[config.mk]
export PLATFORM = sky130hd
export DESIGN_NAME = slps_status
export DESIGN_NICKNAME = d
export VERILOG_FILES = /design/src/slps_pkg.sv /design/src/slps_idle_timer.sv /design/src/slps_status.sv /design/src/slps_sync_edge.sv
export VERILOG_INCLUDE_DIRS = /design/src
export SDC_FILE = /design/constraint.sdc
export NUM_CORES = 1
export LEC_CHECK = 0
export ABC_AREA = 1
export BUFFER_PORTS_ARGS = -buffer_cell sky130_fd_sc_hd__buf_2
export CELL_PAD_IN_SITES_DETAIL_PLACEMENT = 1
export CELL_PAD_IN_SITES_GLOBAL_PLACEMENT = 1
export CORE_AREA = 4 4 98 100
export CTS_CLUSTER_SIZE = 40
export DETAILED_ROUTE_END_ITERATION = 6
export DIE_AREA = 0 0 102 104
export PLACE_DENSITY_LB_ADDON = 0.1
export REMOVE_ABC_BUFFERS = 1
export SYNTH_ARGS = -nofsm -noshare
export SYNTH_HDL_FRONTEND = slang
export SYNTH_SLANG_ARGS = --single-unit
export TNS_END_PERCENT = 100
[constraint.sdc]
create_clock -name i_core_clk -period 1.2 [get_ports i_core_clk]
set_input_delay 0.06 -clock i_core_clk [delete_from_list [all_inputs] [get_ports i_core_clk]]
set_output_delay 0.06 -clock i_core_clk [all_outputs]
set_load 0.05 [all_outputs]
[src/slps_regs.svh]
// Purpose: Offsets, field positions, reset values for the PM SMI status block
// Assumes: 8-bit configuration space, byte index addressing
// Notes: Included by the idle timer, the status block and the testbench
`ifndef SLPS_REGS_SVH
`define SLPS_REGS_SVH

// Register indices
`define SLPS_IDX_TRAP_MIRROR 8'h86
`define SLPS_IDX_MISC_MIRROR 8'h87
`define SLPS_IDX_TRAP_STATUS 8'hf6
`define SLPS_IDX_MISC_STATUS 8'hf7
`define SLPS_IDX_RSVD_LO 8'hf8
`define SLPS_IDX_RSVD_HI 8'hff

// Reset values
`define SLPS_TRAP_RESET 8'h00
`define SLPS_MISC_RESET 8'h00

// Trap register bit positions
`define SLPS_TRAP_PRI_HD 0
`define SLPS_TRAP_FLOPPY 1
`define SLPS_TRAP_SER_PAR 2
`define SLPS_TRAP_KBD_MS 3
`define SLPS_TRAP_SEC_IDLE 4
`define SLPS_TRAP_SEC_HD 5
`define SLPS_TRAP_RSVD 6

// Miscellaneous register bit positions
`define SLPS_MISC_ACPI 0
`define SLPS_MISC_RTC 1
`define SLPS_MISC_CODEC 2
`define SLPS_MISC_LID_EVT 3
`define SLPS_MISC_LID_POS 4
`define SLPS_MISC_PIN0 5

// Idle timer count width
`define SLPS_IDLE_WIDTH 16

`endif

[src/slps_pkg.sv]
// Purpose: Types for the PM SMI status block
// Assumes: Used with slps_regs.svh
// Notes: Read-access classes of the configuration decode
package slps_pkg;

    // Decode result of a configuration read
    typedef enum logic [4:0] {
        SLPS_RD_NONE = 5'b00001,
        SLPS_RD_TRAP = 5'b00010,
        SLPS_RD_MISC = 5'b00100,
        SLPS_RD_TMIR = 5'b01000,
        SLPS_RD_MMIR = 5'b10000
    } slps_rd_t;

endpackage : slps_pkg

[src/slps_idle_timer.sv]
// Purpose: Secondary hard disk idle timer
// Assumes: Activity pulse and tick enable on the core clock
// Notes: Reloads on activity, one expiry pulse per idle period
`timescale 1ns/1ps
`include "slps_regs.svh"
module slps_idle_timer #(
    parameter int WIDTH = `SLPS_IDLE_WIDTH
) (
    input wire logic i_core_clk,
    input wire logic i_reset_n,
    input wire logic i_enable,
    input wire logic i_tick,
    input wire logic i_activity,
    input wire logic [WIDTH-1:0] i_load,
    output logic o_expire
);

    logic [WIDTH-1:0] count;
    logic armed;
    logic next_expire;

    // Expiry when the last tick of an armed count lands
    assign next_expire = i_enable && armed && !i_activity && i_tick &&
                         (count == {{(WIDTH-1){1'b0}}, 1'b1});

    // Countdown reloaded by activity or disable
    always_ff @(posedge i_core_clk)
    begin
        if (!i_reset_n)
        begin
            count <= '0;
            armed <= 1'b0;
            o_expire <= 1'b0;
        end
        else
        begin
            o_expire <= next_expire;
            if (!i_enable || i_activity)
            begin
                count <= i_load;
                armed <= (i_load != '0);
            end
            else if (armed && i_tick)
            begin
                count <= count - 1'b1;
                armed <= (count != {{(WIDTH-1){1'b0}}, 1'b1});
            end
        end
    end

endmodule : slps_idle_timer

[src/slps_status.sv]
// Purpose: Second-level PM SMI status for device traps and misc events
// Assumes: Config reads are one-cycle strobes with an 8-bit index
// Notes: Read data is registered one cycle after the strobe
//
// What this block does
// RQ1: Secondary disk trap sets bit five
// RQ2: Secondary disk idle expiry sets bit four
// RQ3: Keyboard/mouse trap sets bit three
// RQ4: Serial/parallel trap sets bit two
// RQ5: Floppy trap sets bit one
// RQ6: Primary disk trap sets bit zero
// RQ7: Trap bits set only when enabled, raising SMI
// RQ8: Trap read clears; mirror reads without clearing
// RQ9: General pin transitions set bits seven to five
// RQ10: Pin counts only if GPIO, input, enabled
// RQ11: Lid position bit follows lid pin level while lid select is set, reads zero otherwise
// RQ12: Lid transition sets bit three when configured
// RQ13: Codec data-in rising edge sets bit two
// RQ14: RTC alarm sets bit one in suspend
// RQ15: ACPI timer MSB toggle sets bit zero
// RQ16: Any status except lid position drives top PM SMI bit
// RQ17: Misc read clears; mirror copy at 87h
// RQ18: Reserved bit six and F8h-FFh read zero
// RQ19: Set wins over clearing read
`timescale 1ns/1ps
`include "slps_regs.svh"
module slps_status
    import slps_pkg::*;
#(
    parameter int IDLE_WIDTH = `SLPS_IDLE_WIDTH
) (
    input wire logic i_core_clk,
    input wire logic i_reset_n,
    input wire logic i_cfg_rd,
    input wire logic [7:0] i_cfg_index,
    input wire logic i_trap_pri_hd,
    input wire logic i_trap_floppy,
    input wire logic i_trap_ser_par,
    input wire logic i_trap_kbd_ms,
    input wire logic i_trap_sec_hd,
    input wire logic i_trap_en_pri_hd,
    input wire logic i_trap_en_floppy,
    input wire logic i_trap_en_ser_par,
    input wire logic i_trap_en_kbd_ms,
    input wire logic i_trap_en_sec_hd,
    input wire logic i_sec_idle_en,
    input wire logic i_idle_tick,
    input wire logic [IDLE_WIDTH-1:0] i_sec_idle_count,
    input wire logic i_general_pin_zero,
    input wire logic i_general_pin_one,
    input wire logic i_general_pin_two,
    input wire logic i_lid_switch_pin,
    input wire logic [2:0] i_pin_gpio_en,
    input wire logic [2:0] i_pin_is_output,
    input wire logic [2:0] i_pin_smi_en,
    input wire logic i_lid_is_output,
    input wire logic i_lid_select,
    input wire logic i_codec_sdata_in,
    input wire logic i_codec_smi_en,
    input wire logic i_rtc_alarm,
    input wire logic i_suspend_3v,
    input wire logic i_acpi_msb,
    input wire logic i_acpi_smi_en,
    output logic [7:0] o_cfg_rdata,
    output logic o_pm_smi,
    output logic o_smi_req
);

    ////////////////////////////////////////////////////////////////////
    // Pin synchronisers

    logic [5:0] pin_level;
    logic [5:0] pin_rise;
    logic [5:0] pin_fall;

    // Bits: 0-2 general pins, 3 lid, 4 codec, 5 rtc
    slps_sync_edge #(
        .WIDTH(6)
    ) i_slps_sync_edge (
        .i_core_clk(i_core_clk),
        .i_reset_n(i_reset_n),
        .i_async({i_rtc_alarm, i_codec_sdata_in, i_lid_switch_pin,
                  i_general_pin_two, i_general_pin_one, i_general_pin_zero}),
        .o_level(pin_level),
        .o_rise(pin_rise),
        .o_fall(pin_fall)
    );

    ////////////////////////////////////////////////////////////////////
    // Secondary disk idle timer

    logic sec_idle_expire;

    slps_idle_timer #(
        .WIDTH(IDLE_WIDTH)
    ) i_slps_idle_timer (
        .i_core_clk(i_core_clk),
        .i_reset_n(i_reset_n),
        .i_enable(i_sec_idle_en),
        .i_tick(i_idle_tick),
        .i_activity(i_trap_sec_hd),
        .i_load(i_sec_idle_count),
        .o_expire(sec_idle_expire)
    );

    ////////////////////////////////////////////////////////////////////
    // Read decode

    slps_rd_t rd_kind;
    wire hit_trap = i_cfg_index == `SLPS_IDX_TRAP_STATUS;
    wire hit_misc = i_cfg_index == `SLPS_IDX_MISC_STATUS;
    wire hit_tmir = i_cfg_index == `SLPS_IDX_TRAP_MIRROR;
    wire hit_mmir = i_cfg_index == `SLPS_IDX_MISC_MIRROR;

    // Reserved indices fall through to none
    assign rd_kind = !i_cfg_rd ? SLPS_RD_NONE :
                     hit_trap ? SLPS_RD_TRAP :
                     hit_misc ? SLPS_RD_MISC :
                     hit_tmir ? SLPS_RD_TMIR :
                     hit_mmir ? SLPS_RD_MMIR : SLPS_RD_NONE; // [RQ18]

    wire clr_trap = rd_kind == SLPS_RD_TRAP; // [RQ8]
    wire clr_misc = rd_kind == SLPS_RD_MISC; // [RQ17]

    ////////////////////////////////////////////////////////////////////
    // Event sources

    logic [7:0] trap_set;
    logic [7:0] misc_set;
    logic [2:0] pin_evt;
    logic acpi_prev;

    // Trap events gated by their enables
    assign trap_set[`SLPS_TRAP_PRI_HD] = i_trap_pri_hd & i_trap_en_pri_hd; // [RQ6] [RQ7]
    assign trap_set[`SLPS_TRAP_FLOPPY] = i_trap_floppy & i_trap_en_floppy; // [RQ5] [RQ7]
    assign trap_set[`SLPS_TRAP_SER_PAR] = i_trap_ser_par & i_trap_en_ser_par; // [RQ4] [RQ7]
    assign trap_set[`SLPS_TRAP_KBD_MS] = i_trap_kbd_ms & i_trap_en_kbd_ms; // [RQ3] [RQ7]
    assign trap_set[`SLPS_TRAP_SEC_IDLE] = sec_idle_expire & i_sec_idle_en; // [RQ2]
    assign trap_set[`SLPS_TRAP_SEC_HD] = i_trap_sec_hd & i_trap_en_sec_hd; // [RQ1] [RQ7]
    assign trap_set[7:6] = 2'b00; // [RQ18]

    // Properly configured general pin transitions
    genvar g;
    generate
        for (g = 0; g < 3; g++)
        begin : g_pin
            assign pin_evt[g] = (pin_rise[g] | pin_fall[g]) & i_pin_gpio_en[g] &
                                ~i_pin_is_output[g] & i_pin_smi_en[g]; // [RQ10]
        end
    endgenerate

    // Miscellaneous events
    wire lid_cfg = ~i_lid_is_output & i_lid_select;
    wire acpi_toggle = (i_acpi_msb != acpi_prev) & i_acpi_smi_en;
    assign misc_set[7:5] = pin_evt; // [RQ9]
    assign misc_set[`SLPS_MISC_LID_POS] = 1'b0;
    assign misc_set[`SLPS_MISC_LID_EVT] = (pin_rise[3] | pin_fall[3]) & lid_cfg; // [RQ12]
    assign misc_set[`SLPS_MISC_CODEC] = pin_rise[4] & i_codec_smi_en; // [RQ13]
    assign misc_set[`SLPS_MISC_RTC] = pin_rise[5] & i_suspend_3v; // [RQ14]
    assign misc_set[`SLPS_MISC_ACPI] = acpi_toggle; // [RQ15]

    ////////////////////////////////////////////////////////////////////
    // Status registers

    logic [7:0] trap_status;
    logic [7:0] misc_sticky;
    logic lid_pos;
    logic [7:0] next_trap;
    logic [7:0] next_misc;
    logic [7:0] misc_view;

    // Set wins over a clearing read
    assign next_trap = (clr_trap ? 8'h00 : trap_status) | trap_set; // [RQ19]
    assign next_misc = (clr_misc ? 8'h00 : misc_sticky) | misc_set; // [RQ19]
    assign misc_view = {misc_sticky[7:5], lid_pos, misc_sticky[3:0]};

    // Sticky status and lid level
    always_ff @(posedge i_core_clk)
    begin
        if (!i_reset_n)
        begin
            trap_status <= `SLPS_TRAP_RESET;
            misc_sticky <= `SLPS_MISC_RESET;
            lid_pos <= 1'b0;
            acpi_prev <= 1'b0;
        end
        else
        begin
            trap_status <= next_trap; // [RQ8]
            misc_sticky <= next_misc; // [RQ17]
            lid_pos <= i_lid_select ? pin_level[3] : 1'b0; // [RQ11]
            acpi_prev <= i_acpi_msb;
        end
    end

    ////////////////////////////////////////////////////////////////////
    // Read data and SMI outputs

    logic [7:0] next_rdata;

    // Clearing and mirror reads return the same value
    always_comb
    begin
        next_rdata = 8'h00;
        case (rd_kind)
            SLPS_RD_TRAP: next_rdata = trap_status;
            SLPS_RD_TMIR: next_rdata = trap_status; // [RQ8]
            SLPS_RD_MISC: next_rdata = misc_view;
            SLPS_RD_MMIR: next_rdata = misc_view; // [RQ17]
            SLPS_RD_NONE: next_rdata = 8'h00; // [RQ18]
            default: next_rdata = 8'h00;
        endcase
    end

    wire any_pending = (next_trap != 8'h00) || (next_misc != 8'h00);

    // Registered outputs
    always_ff @(posedge i_core_clk)
    begin
        if (!i_reset_n)
        begin
            o_cfg_rdata <= 8'h00;
            o_pm_smi <= 1'b0;
            o_smi_req <= 1'b0;
        end
        else
        begin
            o_cfg_rdata <= next_rdata;
            o_pm_smi <= any_pending; // [RQ16]
            o_smi_req <= any_pending; // [RQ7]
        end
    end

    ////////////////////////////////////////////////////////////////////
    // Assertions

    a_trap_sets: assert property (@(posedge i_core_clk) disable iff (!i_reset_n) // [RQ7]
        trap_set[`SLPS_TRAP_SEC_HD] |=> trap_status[`SLPS_TRAP_SEC_HD])
        else $error("trap bit five not set");

    a_trap_gate: assert property (@(posedge i_core_clk) disable iff (!i_reset_n) // [RQ6]
        (!trap_status[0] && !i_trap_en_pri_hd && !clr_trap) |=> !trap_status[0])
        else $error("trap bit zero set while disabled");

    a_trap_clear: assert property (@(posedge i_core_clk) disable iff (!i_reset_n) // [RQ8]
        (clr_trap && trap_set == 8'h00) |=> trap_status == 8'h00)
        else $error("trap read did not clear");

    a_mirror_keep: assert property (@(posedge i_core_clk) disable iff (!i_reset_n) // [RQ8]
        (rd_kind == SLPS_RD_TMIR) |=> (trap_status == $past(trap_status)) ||
        ($past(trap_set) != 8'h00))
        else $error("trap mirror read changed status");

    a_set_wins: assert property (@(posedge i_core_clk) disable iff (!i_reset_n) // [RQ19]
        (clr_misc && misc_set[0]) |=> misc_sticky[0])
        else $error("event lost on clearing read");

    a_rsvd_zero: assert property (@(posedge i_core_clk) disable iff (!i_reset_n) // [RQ18]
        (i_cfg_rd && i_cfg_index >= `SLPS_IDX_RSVD_LO) |=> o_cfg_rdata == 8'h00)
        else $error("reserved index read nonzero");

    a_pm_smi_roll: assert property (@(posedge i_core_clk) disable iff (!i_reset_n) // [RQ16]
        (trap_status != 8'h00 || misc_sticky != 8'h00) |-> o_pm_smi)
        else $error("top PM bit missing");

    a_rtc_suspend: assert property (@(posedge i_core_clk) disable iff (!i_reset_n) // [RQ14]
        (!misc_sticky[1] && !i_suspend_3v) |=> !misc_sticky[1])
        else $error("rtc bit set outside suspend");

    a_misc_clear: assert property (@(posedge i_core_clk) disable iff (!i_reset_n) // [RQ17]
        (clr_misc && misc_set == 8'h00) ##1 (misc_set == 8'h00) |=> misc_sticky == 8'h00)
        else $error("misc read did not clear");

    a_trap_raise_smi: assert property (@(posedge i_core_clk) disable iff (!i_reset_n) // [RQ7]
        (trap_set != 8'h00) |=> o_smi_req)
        else $error("trap event raised no SMI request");

    a_idle_gate: assert property (@(posedge i_core_clk) disable iff (!i_reset_n) // [RQ2]
        (!trap_status[`SLPS_TRAP_SEC_IDLE] && !i_sec_idle_en) |=> !trap_status[`SLPS_TRAP_SEC_IDLE])
        else $error("idle bit set while timer disabled");

    a_pin_gate: assert property (@(posedge i_core_clk) disable iff (!i_reset_n) // [RQ10]
        (!misc_sticky[5] && !(i_pin_gpio_en[0] && !i_pin_is_output[0] && i_pin_smi_en[0]))
        |=> !misc_sticky[5])
        else $error("pin zero event counted while not configured");

    a_lid_follow: assert property (@(posedge i_core_clk) disable iff (!i_reset_n) // [RQ11]
        (i_lid_select && pin_level[3]) |=> lid_pos)
        else $error("lid position does not follow pin");

    a_lid_hidden: assert property (@(posedge i_core_clk) disable iff (!i_reset_n) // [RQ11]
        !i_lid_select |=> !lid_pos)
        else $error("lid position shown while not selected");

    a_lid_gate: assert property (@(posedge i_core_clk) disable iff (!i_reset_n) // [RQ12]
        (!misc_sticky[`SLPS_MISC_LID_EVT] && !lid_cfg) |=> !misc_sticky[`SLPS_MISC_LID_EVT])
        else $error("lid event set while not configured");

    a_codec_edge: assert property (@(posedge i_core_clk) disable iff (!i_reset_n) // [RQ13]
        (pin_rise[4] && i_codec_smi_en) |=> misc_sticky[`SLPS_MISC_CODEC])
        else $error("codec rising edge not recorded");

    a_acpi_gate: assert property (@(posedge i_core_clk) disable iff (!i_reset_n) // [RQ15]
        (!misc_sticky[`SLPS_MISC_ACPI] && !i_acpi_smi_en) |=> !misc_sticky[`SLPS_MISC_ACPI])
        else $error("timer toggle set while disabled");

    a_rdata_idle: assert property (@(posedge i_core_clk) disable iff (!i_reset_n) // [RQ18]
        !i_cfg_rd |=> o_cfg_rdata == 8'h00)
        else $error("read data nonzero without a read");

    a_mirror_data: assert property (@(posedge i_core_clk) disable iff (!i_reset_n) // [RQ8]
        (rd_kind == SLPS_RD_TMIR) |=> o_cfg_rdata == $past(trap_status))
        else $error("trap mirror returned wrong value");

endmodule : slps_status

[src/slps_sync_edge.sv]
// Purpose: Two-flop synchroniser with edge detection per bit
// Assumes: Inputs asynchronous to i_core_clk
// Notes: First stage feeds only the second stage
`timescale 1ns/1ps
module slps_sync_edge #(
    parameter int WIDTH = 6
) (
    input wire logic i_core_clk,
    input wire logic i_reset_n,
    input wire logic [WIDTH-1:0] i_async,
    output logic [WIDTH-1:0] o_level,
    output logic [WIDTH-1:0] o_rise,
    output logic [WIDTH-1:0] o_fall
);

    logic [WIDTH-1:0] meta;
    logic [WIDTH-1:0] stable;
    logic [WIDTH-1:0] prev;

    // Per-bit synchroniser and history
    genvar g;
    generate
        for (g = 0; g < WIDTH; g++)
        begin : g_bit
            always_ff @(posedge i_core_clk)
            begin
                if (!i_reset_n)
                begin
                    meta[g] <= 1'b0;
                    stable[g] <= 1'b0;
                    prev[g] <= 1'b0;
                end
                else
                begin
                    meta[g] <= i_async[g];
                    stable[g] <= meta[g];
                    prev[g] <= stable[g];
                end
            end
        end
    endgenerate

    // Edges from the synchronised level
    assign o_level = stable;
    assign o_rise = stable & ~prev;
    assign o_fall = ~stable & prev;

endmodule : slps_sync_edge

==> results by group <==
Status
  – Status: finished with violations
  – Violated checks: negative setup slack

STA
  – Clock skew: 6.33 ps
  – Final WS setup: -215 ps
  – Tcrit/Tclk final: 1.18
  – Max-slew violations: 0
  – Min Hold Slack: 20.5 ps
  – Slew HR: 0.768
  – Number of setup violations in the final report: 14
  – F_max: 707 MHz
  – Final hold viol count: 0
  – Unrepaired setup endpoints after global routing: yes
  – Worst Max-Slew Pin Slew: 345 ps
  – Tmin final: 1420 ps

Synth
  – Post-synth EDFFs: 0
  – Adder-Cell Fraction of Synth Area: 0.00867
  – Area of the mapped netlist: 0.00289 sq mm
  – Synth warn: 0
  – Xor and xnor area share after synthesis: 0.0243
  – Netlist cell types: 41
  – Mean Syn Cell Area: 7.20 sq um
  – Post-Synthesis Cells: 401
  – Compound-Gate Fraction of Synth Area: 0.111
  – Post-synthesis register bit count: 63
  – Post-synth ARST share: 0
  – Post-synthesis sequential area ratio: 0.437
  – Multiplexer share of the synthesized area: 0
  – Largest family of logic cells by synthesized area: simple AND/OR/NAND/NOR gates
  – Synth Area in Simple Gates: 0.338
  – Ys flop type: dfxtp_1

Drt
  – Total Routed Length: 9240 microns
  – Initial DRC count: 83
  – First-pass DRT Iterations: 4
  – Vias: 3,045
  – Drt drc: 0
  – Routed Antenna Nets: 0
  – Via-to-Cell Ratio: 4.68
  – Routed WL per cell: 14.2 microns

Layout
  – Post-Layout Cell Count: 651
  – Fraction of layout cells with a size suffix above 1: 0.370
  – Syn-to-layout area delta: 50.7%
  – Ant diodes: 0
  – Fin nets: 601

Power and ir drop
  – Switching part of the total: 0.271
  – Clock power frac: 0.365
  – Power per cell area: 1170 mW/mm^2
  – Leak: 2.13 nW
  – Comb power frac: 0.193
  – Register share of total power: 0.442
  – Maximum vdd drop: 0.587 mV
  – Cell-internal power: 3.70 mW
  – Net Switching: 1.38 mW
  – Tot Pwr: 5.08 mW

Setup path
  – CP Max Fanout: 4
  – R2R setup slack: -220 ps
  – Setup crit start kind: flip-flop
  – WP data arrival: 1640 ps
  – WS Path Type: flip-flop to flip-flop
  – CP Capture Type: flip-flop
  – Required time worst endpoint: 1420 ps

Clocking
  – Worst-case clock buffer depth: 2
  – Clock sink count: 63
  – CTS Root Cell: clkbuf_8
  – Worst-skew pair later-pin latency: 330 ps
  – CTS tree: yes
  – H-tree levels: 3
  – Worst-path clk slew: 70 ps
  – CTS buffer count: 9

Die
  – IO Pins: 70
  – Die X-Extent: 102 microns
  – DIE AREA: 0.0106 sq mm
  – Core box area: 0.00868 sq mm
  – Core Rows: 34
  – Height of the chip: 104 microns
  – Initial Utilization: 0.332

Place
  – Pre-CTS setup slack: -228 ps
  – GP Congestion: 0.801
  – DP Cell Count: 612
  – DP HPWL: 6710 microns
  – Port bufs: 69

GRT
  – Initial antenna violation count: 0
  – Grt ovf: 0
  – Total GRT Usage: 0.175
  – Vias in the first global route: 3,178
  – First-pass GRT wire length: 14,800 microns
  – Largest net degree at the start of global routing: 31

Hold path
  – Hold Crit Class: input port to flip-flop

Flow run
  – Max Cap Violations: 0
final timing paths:
check / cells after the start / start / endpoint
max: 6 / i_slps_idle_timer.count[5]$_SDFFE_PN0P_ / i_slps_idle_timer.count[9]$_SDFFE_PN0P_
min: 3 / i_trap_pri_hd / trap_status[0]$_SDFF_PN0_
max reg2reg: 6 / i_slps_idle_timer.count[5]$_SDFFE_PN0P_ / i_slps_idle_timer.count[9]$_SDFFE_PN0P_
min reg2reg: 2 / i_slps_sync_edge.meta[1]$_SDFF_PN0_ / i_slps_sync_edge.o_level[1]$_SDFF_PN0_
metal layers:
metal / wire (microns) / GRT usage / share of wire / up-vias
li1: - / - / - / 1550
met1: 3970 / 0.224 / 0.43 / 1415
met2: 4630 / 0.295 / 0.50 / 70
met3: 512 / 0.0335 / 0.055 / 10
met4: 125 / 0.0525 / 0.014 / 0
met5: 0 / 0 / 0 / -
placed cells by master (no fill, tap or decap), types with 2 or more instances in the layout:
cell type / count
nor2_2: 8
clkbuf_8: 11
dlygate4sd3_1: 20
nor4_1: 4
ha_4: 2
inv_4: 6
nand3_1: 10
dfxtp_2: 10
or2_4: 2
and3b_1: 3
inv_1: 39
nand2_1: 130
buf_4: 40
nor2_1: 24
nor3_4: 3
a31oi_1: 7
buf_2: 68
o21ai_1: 5
nand3b_1: 2
nand2_2: 5
xor2_1: 6
nor2_4: 6
a21oi_1: 21
nand3_2: 5
o21ai_0: 8
dfxtp_1: 53
nand2_4: 2
nand3_4: 4
a21boi_1: 2
a21oi_2: 3
inv_2: 3
o21ai_2: 4
buf_6: 8
stage by stage:
step           area, sq um  utilization  setup TNS (ps)
5_1_grt               4350        0.501           -2900
2_1_floorplan         2840            -            -434
6_report              4350        0.501           -1600
3_3_place_gp          3660        0.422           -1160
4_1_cts               4200        0.484           -1120
3_5_place_dp          3660        0.422           -1860
logic make-up (layout without fill, tap and decap cells):
kind of cell | count (synthesis) | count (layout)
simple gates | 214 | 214
flops | 63 | 63
buf+inv | 59 | 201
compound gates | 55 | 55
xor+xnor | 8 | 8
fa+ha+maj | 2 | 2
cell type report:
cell class | instances | area, sq um
fill | 1093 | 4330
multi-input combinational | 279 | 1590
sequential | 63 | 1270
timing repair buffer | 137 | 951
inverter | 49 | 199
clock buffer | 12 | 155
tap | 108 | 135
clock inverter | 3 | 42.5
critical path, cell delays in order (launching register included):
cell and delay [ps]:
dfxtp_2 340, or2_4 290, nor3_4 280, nand2_2 90, xor2_1 160, a21oi_2 110, nor2_1 40
flip-flops by register name (all words and copies together) (netlist names), 6 cells and up:
name	cells
o_cfg_rdata	8
i_slps_sync_edge.meta	6
i_slps_sync_edge.o_level	6
i_slps_idle_timer.count	16
trap_status	8
misc_sticky	8
i_slps_sync_edge.prev	6
timing repair:
action                                 CTS  global route
endpoints found under the hold margin   17             0
setup endpoints to repair               16            18
pin swaps                               17            33
hold buffers                            21             0
setup buffers                            2             5
gates resized for setup                 37            41
synth_stat cells, types with 2 or more instances:
cell type	count	share of area
buf_2	2	0.0035
nor4_1	5	0.011
nor2_4	3	0.012
nor2_1	31	0.040
buf_4	2	0.0052
and3b_1	3	0.0091
xnor2_1	2	0.0061
nand3b_1	2	0.0052
o21ai_0	13	0.023
o21ai_2	3	0.0091
clkbuf_1	6	0.0078
nor2_2	4	0.0087
a21boi_1	2	0.0052
inv_2	3	0.0039
nand3_4	2	0.012
nor3_1	3	0.0052
nand3_2	2	0.0069
inv_1	45	0.059
a31oi_1	7	0.015
nand2_1	136	0.18
ha_1	2	0.0087
a21oi_1	23	0.040
dfxtp_1	63	0.44
xor2_1	6	0.018
nand3_1	15	0.026
power by group through the flow:
stage	Sequential, mW	Combinational, mW	Clock (mW)
2_1_floorplan	2.28	0.369	0
5_1_grt	2.26	1.09	1.99
4_1_cts	2.24	0.884	1.92
3_3_place_gp	2.27	0.744	0
3_5_place_dp	2.28	0.764	0
6_report	2.25	0.981	1.85
Power figures use the tool's default switching activity.
